<file path="src/tcb_pkg.sv">
// tcb_pkg: constants, types and helpers of the rffe register slave
// assumes: 8-bit registers reached by 5-bit or 8-bit rffe addresses
package tcb_pkg;
	localparam int REG_N = 14;
	localparam int SYNC_W = 5;
	localparam int SYNC_SCLK = 0;
	localparam int SYNC_SDATA = 1;
	localparam int SYNC_IO = 2;
	localparam int SYNC_FUSE = 3;

	localparam logic [7:0] OFF_ENABLE = 8'h00;
	localparam logic [7:0] OFF_OVERDRIVE = 8'h01;
	localparam logic [7:0] OFF_CODE_A = 8'h02;
	localparam logic [7:0] OFF_CODE_B = 8'h03;
	localparam logic [7:0] OFF_WAKEUP = 8'h09;
	localparam logic [7:0] OFF_BOOST = 8'h10;
	localparam logic [7:0] OFF_OD_STEPS = 8'h12;
	localparam logic [7:0] OFF_OD_MULT = 8'h13;
	localparam logic [7:0] OFF_STATUS = 8'h1A;
	localparam logic [7:0] OFF_GROUP_SID = 8'h1B;
	localparam logic [7:0] OFF_PMTRIG = 8'h1C;
	localparam logic [7:0] OFF_PRODUCT = 8'h1D;
	localparam logic [7:0] OFF_MAKER_LO = 8'h1E;
	localparam logic [7:0] OFF_SLAVE_ID_MAKER_CODE_HIGH = 8'h1F;
	localparam logic [7:0] OFF_GLIDE = 8'h2C;

	localparam logic [3:0] IDX_ENABLE = 4'h0;
	localparam logic [3:0] IDX_CODE_A = 4'h2;
	localparam logic [3:0] IDX_CODE_B = 4'h3;
	localparam logic [3:0] IDX_BOOST = 4'h5;
	localparam logic [3:0] IDX_STATUS = 4'h8;
	localparam logic [3:0] IDX_GROUP_SID = 4'h9;
	localparam logic [3:0] IDX_PMTRIG = 4'hA;
	localparam logic [3:0] IDX_PRODUCT = 4'hB;
	localparam logic [3:0] IDX_SLAVE_ID_MAKER_CODE_HIGH = 4'hC;

	localparam int ENA_SPREAD_POS = 6;
	localparam int ENA_A_POS = 3;
	localparam int ENA_B_POS = 2;
	localparam int PM_POS = 6;
	localparam int SWR_POS = 5;
	localparam int ERR_CMD_PAR = 0;
	localparam int ERR_DAT_PAR = 1;
	localparam int ERR_CMD = 2;
	localparam logic [1:0] PM_STARTUP = 2'h1;
	localparam logic [7:0] BOOST_FIXED = 8'h10;
	localparam logic [3:0] BROADCAST_SID = 4'h0;
	localparam logic [3:0] CMD_LAST = 4'hC;
	localparam logic [3:0] FRAME_LAST = 4'h8;
	localparam logic [3:0] TX_END = 4'h9;

	// identity values below are arbitrary
	localparam logic [9:0] MAKER_CODE = 10'h2A5;
	localparam logic [5:0] PRODUCT_HI = 6'h15;
	localparam logic [7:0] SLAVE_ID_MAKER_CODE_HIGH_DEFAULT = 8'h07;

	typedef logic [REG_N-1:0][7:0] tcb_regs_type;

	// index 13 down to 0: glide, slave_id_maker_code_high, product, pm, gsid, status,
	// od_mult, od_steps, boost, wakeup, code_b, code_a, overdrive, enable
	localparam tcb_regs_type REG_MASK = {8'h7F, 8'h0F, 8'h00, 8'hDF,
		8'h0F, 8'h07, 8'h0F, 8'h0F, 8'h0F, 8'h0C, 8'h7F, 8'h7F, 8'hFF,
		8'h4C};
	localparam tcb_regs_type REG_RESET = {8'h00, SLAVE_ID_MAKER_CODE_HIGH_DEFAULT, 8'h00,
		8'h00, 8'h00, 8'h00, 8'h00, 8'h05, 8'h0B, 8'h00, 8'h00, 8'h00,
		8'h00, 8'h40};

	typedef enum logic [2:0] {
		ST_IDLE, ST_CMD, ST_ADDR, ST_DATA, ST_TURN, ST_TX, ST_TXPARK
	} tcb_state_type;

	// bit 4 flags a mapped address, bits 3:0 give the storage index
	function automatic logic [4:0] tcb_index(input logic [7:0] addr);
		case (addr)
			OFF_ENABLE: return 5'h10;
			OFF_OVERDRIVE: return 5'h11;
			OFF_CODE_A: return 5'h12;
			OFF_CODE_B: return 5'h13;
			OFF_WAKEUP: return 5'h14;
			OFF_BOOST: return 5'h15;
			OFF_OD_STEPS: return 5'h16;
			OFF_OD_MULT: return 5'h17;
			OFF_STATUS: return 5'h18;
			OFF_GROUP_SID: return 5'h19;
			OFF_PMTRIG: return 5'h1A;
			OFF_PRODUCT: return 5'h1B;
			OFF_SLAVE_ID_MAKER_CODE_HIGH: return 5'h1C;
			OFF_GLIDE: return 5'h1D;
			default: return 5'h00;
		endcase
	endfunction

	// odd parity bit over up to twelve bits
	function automatic logic tcb_odd_par(input logic [11:0] v);
		return ~^v;
	endfunction
endpackage

</file>
<file path="src/tcb_sync.sv">
// tcb_sync: two-flop synchroniser for the link, supply and fuse pins
// assumes: inputs change with no relation to clk_in
`timescale 1ns/1ps
module tcb_sync (
	input wire logic clk_in,
	input wire logic rst_n_in,
	input wire logic [tcb_pkg::SYNC_W-1:0] async_in,
	output logic [tcb_pkg::SYNC_W-1:0] sync_out
);
	import tcb_pkg::*;

	typedef struct packed {
		logic [SYNC_W-1:0] s1;
		logic [SYNC_W-1:0] s2;
	} tcb_sync_type;

	tcb_sync_type q;
	tcb_sync_type d;

	// first stage feeds the second stage only
	always_comb begin
		d.s1 = async_in;
		d.s2 = q.s1;
	end

	always_ff @(posedge clk_in or negedge rst_n_in) begin
		if (!rst_n_in) begin
			q <= '{s1: '0, s2: '0};
		end else begin
			q <= d;
		end
	end

	assign sync_out = q.s2;
endmodule

</file>
<file path="src/tcb_read_mux.sv">
// tcb_read_mux: read-back value of one register address
// assumes: storage and fuse bits come from the clk_in domain
`timescale 1ns/1ps
module tcb_read_mux (
	input wire logic [7:0] addr_in,
	input wire tcb_pkg::tcb_regs_type regs_in,
	input wire logic [1:0] fuse_in,
	output logic [7:0] data_out
);
	import tcb_pkg::*;

	logic [4:0] hit;

	always_comb begin
		hit = tcb_index(addr_in);
		data_out = 8'h00;
		if (addr_in == OFF_MAKER_LO) begin
			data_out = MAKER_CODE[7:0];
		end else if (hit[4]) begin
			case (hit[3:0])
				IDX_PRODUCT: data_out = {PRODUCT_HI, fuse_in};
				IDX_SLAVE_ID_MAKER_CODE_HIGH: data_out = {2'b00, MAKER_CODE[9:8],
					regs_in[IDX_SLAVE_ID_MAKER_CODE_HIGH][3:0]};
				IDX_BOOST: data_out = regs_in[IDX_BOOST] | BOOST_FIXED;
				default: data_out = regs_in[hit[3:0]];
			endcase
		end
	end
endmodule

</file>
<file path="src/tcb_rffe_slave.sv">
// tcb_rffe_slave: rffe register slave of the two-output bias controller
// assumes: rffe link pins and io supply arrive asynchronously to clk_in,
// link clock well below a quarter of clk_in
`timescale 1ns/1ps
module tcb_rffe_slave (
	input wire logic clk_in,
	input wire logic rst_n_in,
	input wire logic rffe_sclk_in,
	input wire logic rffe_sdata_in,
	output logic rffe_sdata_out,
	output logic rffe_sdata_oe_out,
	input wire logic io_supply_in,
	input wire logic [1:0] otp_fuse_in,
	output logic out_a_enable_out,
	output logic out_b_enable_out,
	output logic spread_enable_out,
	output logic [6:0] out_a_code_out,
	output logic [6:0] out_b_code_out,
	output logic out_a_load_out,
	output logic out_b_load_out,
	output logic [3:0] boost_level_out,
	output logic [1:0] power_mode_out
);
	import tcb_pkg::*;

	typedef struct packed {
		tcb_state_type st;
		logic [3:0] cnt;
		logic [11:0] sh;
		logic [7:0] addr;
		logic [3:0] bc;
		logic rd;
		logic ext;
		logic armed;
		logic sclk_p;
		logic sdata_p;
		logic oe;
		logic dout;
		logic [7:0] txb;
		logic arm_slave_id_maker_code_high;
		logic load_a;
		logic load_b;
		tcb_regs_type regs;
	} tcb_core_type;

	tcb_core_type q;
	tcb_core_type d;
	logic [SYNC_W-1:0] pins;
	logic s_sclk;
	logic s_sdata;
	logic s_io;
	logic [1:0] s_fuse;
	logic [7:0] rd_data;
	logic [12:0] frame;
	logic [3:0] sid;
	logic [7:0] cmd;
	logic rise;
	logic fall;
	logic wr_ok;
	logic rd_ok;
	logic we;
	logic [7:0] wa;
	logic [7:0] wdat;
	logic [4:0] widx;
	logic [2:0] err;
	logic any_enable;

	tcb_sync u_sync (
		.clk_in(clk_in),
		.rst_n_in(rst_n_in),
		.async_in({otp_fuse_in, io_supply_in, rffe_sdata_in, rffe_sclk_in}),
		.sync_out(pins)
	);

	assign s_sclk = pins[SYNC_SCLK];
	assign s_sdata = pins[SYNC_SDATA];
	assign s_io = pins[SYNC_IO];
	assign s_fuse = pins[SYNC_FUSE +: 2];

	tcb_read_mux u_mux (
		.addr_in(q.addr),
		.regs_in(q.regs),
		.fuse_in(s_fuse),
		.data_out(rd_data)
	);

	always_comb begin
		d = q;
		frame = {q.sh, s_sdata};
		sid = frame[12:9];
		cmd = frame[8:1];
		rise = s_sclk & ~q.sclk_p;
		fall = ~s_sclk & q.sclk_p;
		// broadcast and group ids address writes, reads need the own id
		wr_ok = (sid == q.regs[IDX_SLAVE_ID_MAKER_CODE_HIGH][3:0]) || (sid == BROADCAST_SID)
			|| (q.regs[IDX_GROUP_SID][3:0] != BROADCAST_SID
			&& sid == q.regs[IDX_GROUP_SID][3:0]);
		rd_ok = sid == q.regs[IDX_SLAVE_ID_MAKER_CODE_HIGH][3:0];
		we = 1'b0;
		wa = q.addr;
		wdat = 8'h00;
		err = 3'b000;
		any_enable = q.regs[IDX_ENABLE][ENA_A_POS]
			| q.regs[IDX_ENABLE][ENA_B_POS];
		d.sclk_p = s_sclk;
		d.sdata_p = s_sdata;
		d.load_a = 1'b0;
		d.load_b = 1'b0;
		if (fall) begin
			d.sh = {q.sh[10:0], s_sdata};
		end
		case (q.st)
			ST_IDLE: begin
				d.oe = 1'b0;
				d.cnt = 4'h0;
				// start: data pulses high then low while the clock is low
				if (s_sclk) begin
					d.armed = 1'b0;
				end else if (s_sdata & ~q.sdata_p) begin
					d.armed = 1'b1;
				end else if (q.armed & ~s_sdata & q.sdata_p) begin
					d.armed = 1'b0;
					d.st = ST_CMD;
				end
			end
			ST_CMD: if (fall) begin
				d.cnt = q.cnt + 4'h1;
				if (q.cnt == CMD_LAST) begin
					d.st = ST_IDLE;
					d.cnt = 4'h0;
					d.bc = 4'h0;
					d.ext = 1'b0;
					d.rd = 1'b0;
					d.addr = {3'b000, cmd[4:0]};
					if (tcb_odd_par(frame[12:1]) != frame[0]) begin
						err[ERR_CMD_PAR] = rd_ok;
					end else if (cmd[7]) begin
						we = wr_ok;
						wa = OFF_ENABLE;
						wdat = {1'b0, cmd[6:0]};
					end else if (cmd[6:5] == 2'b10) begin
						if (wr_ok) begin
							d.st = ST_DATA;
						end
					end else if (cmd[6:5] == 2'b11) begin
						d.rd = 1'b1;
						if (rd_ok) begin
							d.st = ST_TURN;
						end
					end else if (cmd[6:4] == 3'b000 || cmd[6:4] == 3'b010) begin
						d.ext = 1'b1;
						d.rd = cmd[5];
						d.bc = cmd[3:0];
						if (cmd[5] ? rd_ok : wr_ok) begin
							d.st = ST_ADDR;
						end
					end else begin
						err[ERR_CMD] = rd_ok;
					end
				end
			end
			ST_ADDR: if (fall) begin
				d.cnt = q.cnt + 4'h1;
				if (q.cnt == FRAME_LAST) begin
					d.cnt = 4'h0;
					d.addr = frame[8:1];
					d.st = q.rd ? ST_TURN : ST_DATA;
					if (tcb_odd_par({4'h0, frame[8:1]}) != frame[0]) begin
						err[ERR_DAT_PAR] = 1'b1;
						d.st = ST_IDLE;
					end
				end
			end
			ST_DATA: if (fall) begin
				d.cnt = q.cnt + 4'h1;
				if (q.cnt == FRAME_LAST) begin
					d.cnt = 4'h0;
					if (tcb_odd_par({4'h0, frame[8:1]}) != frame[0]) begin
						err[ERR_DAT_PAR] = 1'b1;
						d.st = ST_IDLE;
					end else begin
						we = 1'b1;
						wdat = frame[8:1];
						if (q.bc == 4'h0) begin
							d.st = ST_IDLE;
						end else begin
							d.bc = q.bc - 4'h1;
							d.addr = q.addr + 8'h01;
						end
					end
				end
			end
			// bus park cycle handed over by the master before read data
			ST_TURN: if (fall) begin
				d.st = ST_TX;
				d.cnt = 4'h0;
				d.txb = rd_data;
			end
			ST_TX: if (rise) begin
				d.oe = 1'b1;
				d.cnt = q.cnt + 4'h1;
				if (q.cnt < FRAME_LAST) begin
					d.dout = q.txb[3'd7 - q.cnt[2:0]];
				end else if (q.cnt == FRAME_LAST) begin
					d.dout = tcb_odd_par({4'h0, q.txb});
					if (q.bc != 4'h0) begin
						d.addr = q.addr + 8'h01;
					end
				end else if (q.bc == 4'h0) begin
					d.dout = 1'b0;
					d.st = ST_TXPARK;
				end else begin
					d.txb = rd_data;
					d.dout = rd_data[7];
					d.cnt = 4'h1;
					d.bc = q.bc - 4'h1;
				end
			end
			// drive low for half a cycle, then release the line
			ST_TXPARK: if (fall) begin
				d.oe = 1'b0;
				d.st = ST_IDLE;
			end
			default: d.st = ST_IDLE;
		endcase

		widx = tcb_index(wa);
		if (we) begin
			d.arm_slave_id_maker_code_high = 1'b0;
		end
		// unmapped addresses fall through with no effect
		if (we && widx[4]) begin
			case (widx[3:0])
				IDX_CODE_A, IDX_CODE_B: if (any_enable) begin
					d.regs[widx[3:0]] = wdat & REG_MASK[widx[3:0]];
					d.load_a = widx[3:0] == IDX_CODE_A;
					d.load_b = widx[3:0] == IDX_CODE_B;
				end
				IDX_PRODUCT: d.arm_slave_id_maker_code_high = wdat == {PRODUCT_HI, s_fuse};
				IDX_SLAVE_ID_MAKER_CODE_HIGH: if (q.arm_slave_id_maker_code_high) begin
					d.regs[IDX_SLAVE_ID_MAKER_CODE_HIGH] = wdat & REG_MASK[IDX_SLAVE_ID_MAKER_CODE_HIGH];
				end
				IDX_PMTRIG: begin
					if (wdat[SWR_POS]
						|| wdat[PM_POS +: 2] == PM_STARTUP) begin
						// the programmed slave id survives a soft reset
						d.regs = REG_RESET;
						d.regs[IDX_SLAVE_ID_MAKER_CODE_HIGH] = q.regs[IDX_SLAVE_ID_MAKER_CODE_HIGH];
					end else begin
						d.regs[IDX_PMTRIG] = wdat & REG_MASK[IDX_PMTRIG];
					end
				end
				// glide register is only reachable by an 8-bit address
				default: d.regs[widx[3:0]] = wdat & REG_MASK[widx[3:0]];
			endcase
		end
		// a new error beats a simultaneous clear from the bus
		d.regs[IDX_STATUS][2:0] = d.regs[IDX_STATUS][2:0] | err;
		if (!s_io) begin
			d.regs = REG_RESET;
			d.st = ST_IDLE;
			d.oe = 1'b0;
			d.arm_slave_id_maker_code_high = 1'b0;
			d.load_a = 1'b0;
			d.load_b = 1'b0;
		end
	end

	always_ff @(posedge clk_in or negedge rst_n_in) begin
		if (!rst_n_in) begin
			q <= '{st: ST_IDLE, cnt: 4'h0, sh: 12'h000, addr: 8'h00,
				bc: 4'h0, rd: 1'b0, ext: 1'b0, armed: 1'b0, sclk_p: 1'b0,
				sdata_p: 1'b0, oe: 1'b0, dout: 1'b0, txb: 8'h00,
				arm_slave_id_maker_code_high: 1'b0, load_a: 1'b0, load_b: 1'b0,
				regs: REG_RESET};
		end else begin
			q <= d;
		end
	end

	// disabling gates the output and, with both outputs off, drops code writes; overdrive timing lives downstream
	assign out_a_enable_out = q.regs[IDX_ENABLE][ENA_A_POS];
	assign out_b_enable_out = q.regs[IDX_ENABLE][ENA_B_POS];
	assign spread_enable_out = q.regs[IDX_ENABLE][ENA_SPREAD_POS];
	assign out_a_code_out = q.regs[IDX_CODE_A][6:0];
	assign out_b_code_out = q.regs[IDX_CODE_B][6:0];
	assign out_a_load_out = q.load_a;
	assign out_b_load_out = q.load_b;
	assign boost_level_out = q.regs[IDX_BOOST][3:0];
	assign power_mode_out = q.regs[IDX_PMTRIG][PM_POS +: 2];
	assign rffe_sdata_out = q.dout;
	assign rffe_sdata_oe_out = q.oe;

	property p_oe_tx;
		@(posedge clk_in) disable iff (!rst_n_in)
		rffe_sdata_oe_out |-> (q.st == ST_TX || q.st == ST_TXPARK);
	endproperty
	a_oe_tx: assert property (p_oe_tx)
		else $error("data driven outside a read");

	property p_first_bit;
		@(posedge clk_in) disable iff (!rst_n_in)
		(rise && q.st == ST_TX && q.cnt == 4'h0 && s_io)
		|=> rffe_sdata_oe_out && rffe_sdata_out == $past(q.txb[7]);
	endproperty
	a_first_bit: assert property (p_first_bit)
		else $error("first read bit is not the msb");

	property p_enable_a;
		@(posedge clk_in) disable iff (!rst_n_in)
		(we && wa == OFF_ENABLE && s_io)
		|=> out_a_enable_out == $past(wdat[ENA_A_POS]);
	endproperty
	a_enable_a: assert property (p_enable_a)
		else $error("output A enable not written");

	property p_enable_b;
		@(posedge clk_in) disable iff (!rst_n_in)
		(we && wa == OFF_ENABLE && s_io)
		|=> out_b_enable_out == $past(wdat[ENA_B_POS]);
	endproperty
	a_enable_b: assert property (p_enable_b)
		else $error("output B enable not written");

	property p_code_drop;
		@(posedge clk_in) disable iff (!rst_n_in)
		(we && wa == OFF_CODE_A && !out_a_enable_out && !out_b_enable_out)
		|=> $stable(out_a_code_out) && !out_a_load_out;
	endproperty
	a_code_drop: assert property (p_code_drop)
		else $error("code write taken while outputs disabled");

	property p_load_cause;
		@(posedge clk_in) disable iff (!rst_n_in)
		out_a_load_out |-> $past(we) && $past(wa) == OFF_CODE_A;
	endproperty
	a_load_cause: assert property (p_load_cause)
		else $error("load pulse without code write");

	property p_soft_reset;
		@(posedge clk_in) disable iff (!rst_n_in)
		(we && wa == OFF_PMTRIG && wdat[PM_POS +: 2] == PM_STARTUP)
		|=> spread_enable_out && !out_a_enable_out
			&& boost_level_out == REG_RESET[IDX_BOOST][3:0];
	endproperty
	a_soft_reset: assert property (p_soft_reset)
		else $error("startup mode did not restore defaults");

	property p_cmd_parity;
		@(posedge clk_in) disable iff (!rst_n_in)
		(q.st == ST_CMD && fall && q.cnt == CMD_LAST && rd_ok && s_io
			&& tcb_odd_par(frame[12:1]) != frame[0])
		|=> q.st == ST_IDLE ##0 q.regs[IDX_STATUS][ERR_CMD_PAR];
	endproperty
	a_cmd_parity: assert property (p_cmd_parity)
		else $error("command parity error not recorded");

	property p_maker;
		@(posedge clk_in) disable iff (!rst_n_in)
		q.addr == OFF_MAKER_LO |-> rd_data == MAKER_CODE[7:0];
	endproperty
	a_maker: assert property (p_maker)
		else $error("maker code read wrong");

	property p_product;
		@(posedge clk_in) disable iff (!rst_n_in)
		q.addr == OFF_PRODUCT |-> rd_data == {PRODUCT_HI, s_fuse};
	endproperty
	a_product: assert property (p_product)
		else $error("product number read wrong");

	property p_reserved;
		@(posedge clk_in) disable iff (!rst_n_in)
		q.addr == OFF_ENABLE |-> (rd_data & ~REG_MASK[IDX_ENABLE]) == 8'h00;
	endproperty
	a_reserved: assert property (p_reserved)
		else $error("reserved enable bits read nonzero");

	property p_glide_ext;
		@(posedge clk_in) disable iff (!rst_n_in)
		(we && wa == OFF_GLIDE) |-> q.ext;
	endproperty
	a_glide_ext: assert property (p_glide_ext)
		else $error("glide written without extended write");

	property p_io_low;
		@(posedge clk_in) disable iff (!rst_n_in)
		!s_io |=> !out_a_enable_out && !out_b_enable_out && spread_enable_out;
	endproperty
	a_io_low: assert property (p_io_low)
		else $error("low io supply kept register contents");
endmodule

</file>
<file path="config.mk">
export PLATFORM = sky130hd
export DESIGN_NAME = tcb_rffe_slave
export DESIGN_NICKNAME = d
export VERILOG_FILES = /design/src/tcb_pkg.sv /design/src/tcb_sync.sv /design/src/tcb_read_mux.sv /design/src/tcb_rffe_slave.sv
export SDC_FILE = /design/constraint.sdc
export NUM_CORES = 1
export LEC_CHECK = 0
export CAP_MARGIN = 15
export CORE_ASPECT_RATIO = 1.25
export CORE_MARGIN = 2
export CORE_UTILIZATION = 60
export CTS_BUF_LIST = sky130_fd_sc_hd__clkbuf_8
export CTS_CLUSTER_SIZE = 20
export DETAILED_ROUTE_END_ITERATION = 8
export DONT_BUFFER_PORTS = 1
export GPL_ROUTABILITY_DRIVEN = 1
export PLACE_DENSITY_LB_ADDON = 0.25
export SLEW_MARGIN = 10
export SYNTH_ARGS = -nofsm -noshare
export SYNTH_HDL_FRONTEND = slang
export SYNTH_SLANG_ARGS = --single-unit
</file>
<file path="constraint.sdc">
create_clock -name clk_in -period 6.5 [get_ports clk_in]
set_clock_uncertainty 0.15 [all_clocks]
set_input_delay 0.65 -clock clk_in [delete_from_list [all_inputs] [get_ports clk_in]]
set_output_delay 0.65 -clock clk_in [all_outputs]
set_load 0.01 [all_outputs]
</file>
==> results.ini <==
[critical_path]
critPathKind = flop to flop
critical_path_peak_fanout = 13
rrSetupSlack_ns = 0.48
reg2reg_depth = 19
timing.rr.end = out_a_code_out[6]$_DFFE_PN0P_
startpoint = cmd[6]$_DFFE_PN0P_
reg2reg_from = cmd[6]$_DFFE_PN0P_
crit_required_ns = 6.70
crit_arrival_ns = 6.22
worstSetupEndpointType = flop
crit_path_start_kind = flop

[synth]
ys_ff_latch = 169
synth_edf_count = 0
async_reset_ff_frac = 1.00
ys_types = 80
synth_top_area_frac = 0.397
ys_seq_area_frac = 0.421
syn-cell-area_um2 = 10100
synthCells = 1143
yosys_warnings = 0
syn-num-nets = 1171
synth_top_cell_by_area = dfrtp_1
yosys-top-cells-area = dfrtp_1, nand2_1, mux2i_1
synth_ff_type = dfrtp_1
synth.avg_cell_area_um2 = 8.82

[floorplanning]
rows = 53
ios = 34
die_y_um = 149
dieArea_um2 = 17900
start_util = 0.606
die_w_um = 120
coreArea_um2 = 16600

[finish]
fin_cells = 1320
diodes = 0
drive_above_1_share = 0.0836
design_area_um2 = 10500
nNetsFinal = 1115
final_cell_mix = nand2_1, dfrtp_1, o21ai_0, nor2_1, mux2i_1
multi_input_area_um2 = 5250
regArea_um2 = 4240
final_common_cell = nand2_1
syn2layout_area_growth_pct = 4.08
nFillCells = 1472
final_util = 0.630

[power_and_ir_drop]
leakagePower_nw = 4.71
power.density_nw_per_um2 = 230
ir_drop_mv = 0.229

[drt]
drt_iter0_drc = 813
postRouteAntennaNets = 0
drt_wl_total_um = 29200
dr.pass1.iters = 5
vias = 8606
wl_per_cell_um = 22.1
avgViaCountPerCell = 6.52
drc = 0

[placement]
dp_hpwl_um = 21000
place_area_um2 = 10000
dp_cells = 1286
io_buffers = 0
gp_congestion = 0.998

[timing]
hold_viol_final = 16
fmax_mhz = 166
fin_setup_tns_ns = 0
rsz0062_at_grt = no
period_needed_ns = 6.02
finalCritPeriodShare = 0.926
worst_pin_slew_ns = 1.15
report.final.slew_viol_count = 0
slew_headroom = 0.232
timing.hold.ws_ns = -0.0530
setup_viol = 0

[job]
max_cap_violations = 0

[global_route]
top_usage_layer = met2
grt_pass1_vias = 8426
grt_pass1_wl_um = 46500
overflow = 0
grt_max_degree = 170
use_met1 = 0.419
grtUsageTotal = 0.340
gr-usage-met2 = 0.563
grt_use_met3 = 0.0593
antenna_found_initial = 0

[clock_tree]
path_clk_slew_ns = 0.11
cts_inserted_buffers = 17
ctsHtreeMaxLevel = 4
insertion_delay_ns = 0.48
cts_root_buffer = clkbuf_8
cts_sinks = 169
cts_buffer_depth = 2
cts_tree = done

[hold_path]
hp-class = primary input to async pin

[run_status]
run_status = finished, violations left
violations = negative hold slack

cell usage after synthesis, types with 10 or more instances:
| master | number |
|---|---|
| a21oi_1 | 48 |
| and2_1 | 22 |
| and3_1 | 43 |
| buf_2 | 13 |
| buf_4 | 23 |
| clkbuf_1 | 54 |
| dfrtp_1 | 160 |
| ha_1 | 21 |
| inv_1 | 38 |
| mux2i_1 | 54 |
| nand2_1 | 175 |
| nand3_1 | 53 |
| nor2_1 | 84 |
| nor2b_1 | 12 |
| nor3_1 | 25 |
| nor4_1 | 13 |
| o211ai_1 | 11 |
| o21ai_0 | 86 |
| xnor2_1 | 10 |
| xor2_1 | 10 |
critical path, stage by stage (launching register included):
cell      delay, ns
dfrtp_1        0.50
ha_1           0.33
xnor3_1        0.42
xor3_2         0.38
mux2_2         0.42
nor2_1         0.20
ha_1           0.26
nor2b_1        0.12
o311ai_0       0.42
a21oi_1        0.23
nor2_1         0.21
inv_1          0.10
ha_1           0.29
inv_1          0.26
nor3_1         0.17
a2111o_1       0.44
nand2_2        0.26
nand3_1        0.42
nand3_1        0.22
o21ai_1        0.09
final cells by class:
type,count,area share
Sequential cell,169,0.404
Tap cell,220,0.0262
Timing Repair Buffer,18,0.0148
Clock buffer,18,0.0236
Inverter,38,0.0136
Multi-Input combinational cell,843,0.501
Clock inverter,14,0.0171
state kept, by name (all words and copies together) (netlist names), 2 cells and up:
name / count
cmd: 8
q: 120
out_a_code_out: 7
boost_level_out: 4
out_b_code_out: 7
power_mode_out: 2
frame: 4
u_sync.sync_out: 5
u_sync.d: 5
how the worst max path moves through the flow:
stage,endpoint,slack [ns],cells after the start
after floorplan,q[67]$_DFFE_PN0P_,1.22,21
after global placement,q[111]$_DFFE_PN0P_,0.63,18
after detailed placement,out_b_code_out[0]$_DFFE_PN0P_,0.48,19
after CTS,out_b_code_out[0]$_DFFE_PN0P_,0.44,19
after global routing,out_a_code_out[3]$_DFFE_PN0P_,0.01,20
final,out_a_code_out[6]$_DFFE_PN0P_,0.48,19
cells by family after synthesis:
logic type / after synthesis / share of synthesized area
buffers and inverters: 131 / 0.0597
AO/OA/AOI/OAI: 258 / 0.169
multiplexers: 66 / 0.0740
adder cells (fa/ha/maj): 21 / 0.0261
flip-flops: 169 / 0.421
XOR/XNOR: 24 / 0.0259
AND/OR/NAND/NOR: 474 / 0.225
power by group:
part           internal [W]  switching [W]
clock              0.000370       0.000451
combinational      0.000174       0.000303
sequential          0.00107      0.0000419
total               0.00162       0.000796
per-layer routing:
metal | part of all wire | vias up
met2 | 0.49 | 356
li1 | - | 3926
met3 | 0.055 | 94
met4 | 0.061 | 0
met1 | 0.40 | 4230
met5 | 0 | -
timing repair:
action                     CTS  global route
hold endpoints to repair   169             0
resized for setup            0             1
buffers inserted             0             1
hold buffers                 1             0
setup endpoints to repair    0            16
metrics by stage:
step / power (W) / setup WS (ns)
3_5_place_dp: 0.00158 / 0.484
6_report: 0.00241 / 0.482
4_1_cts: 0.00241 / 0.444
5_1_grt: 0.00251 / 0.0150
2_1_floorplan: 0.00146 / 1.22
3_3_place_gp: 0.00157 / 0.634
Note: power is estimated with default switching activity, not from simulation.
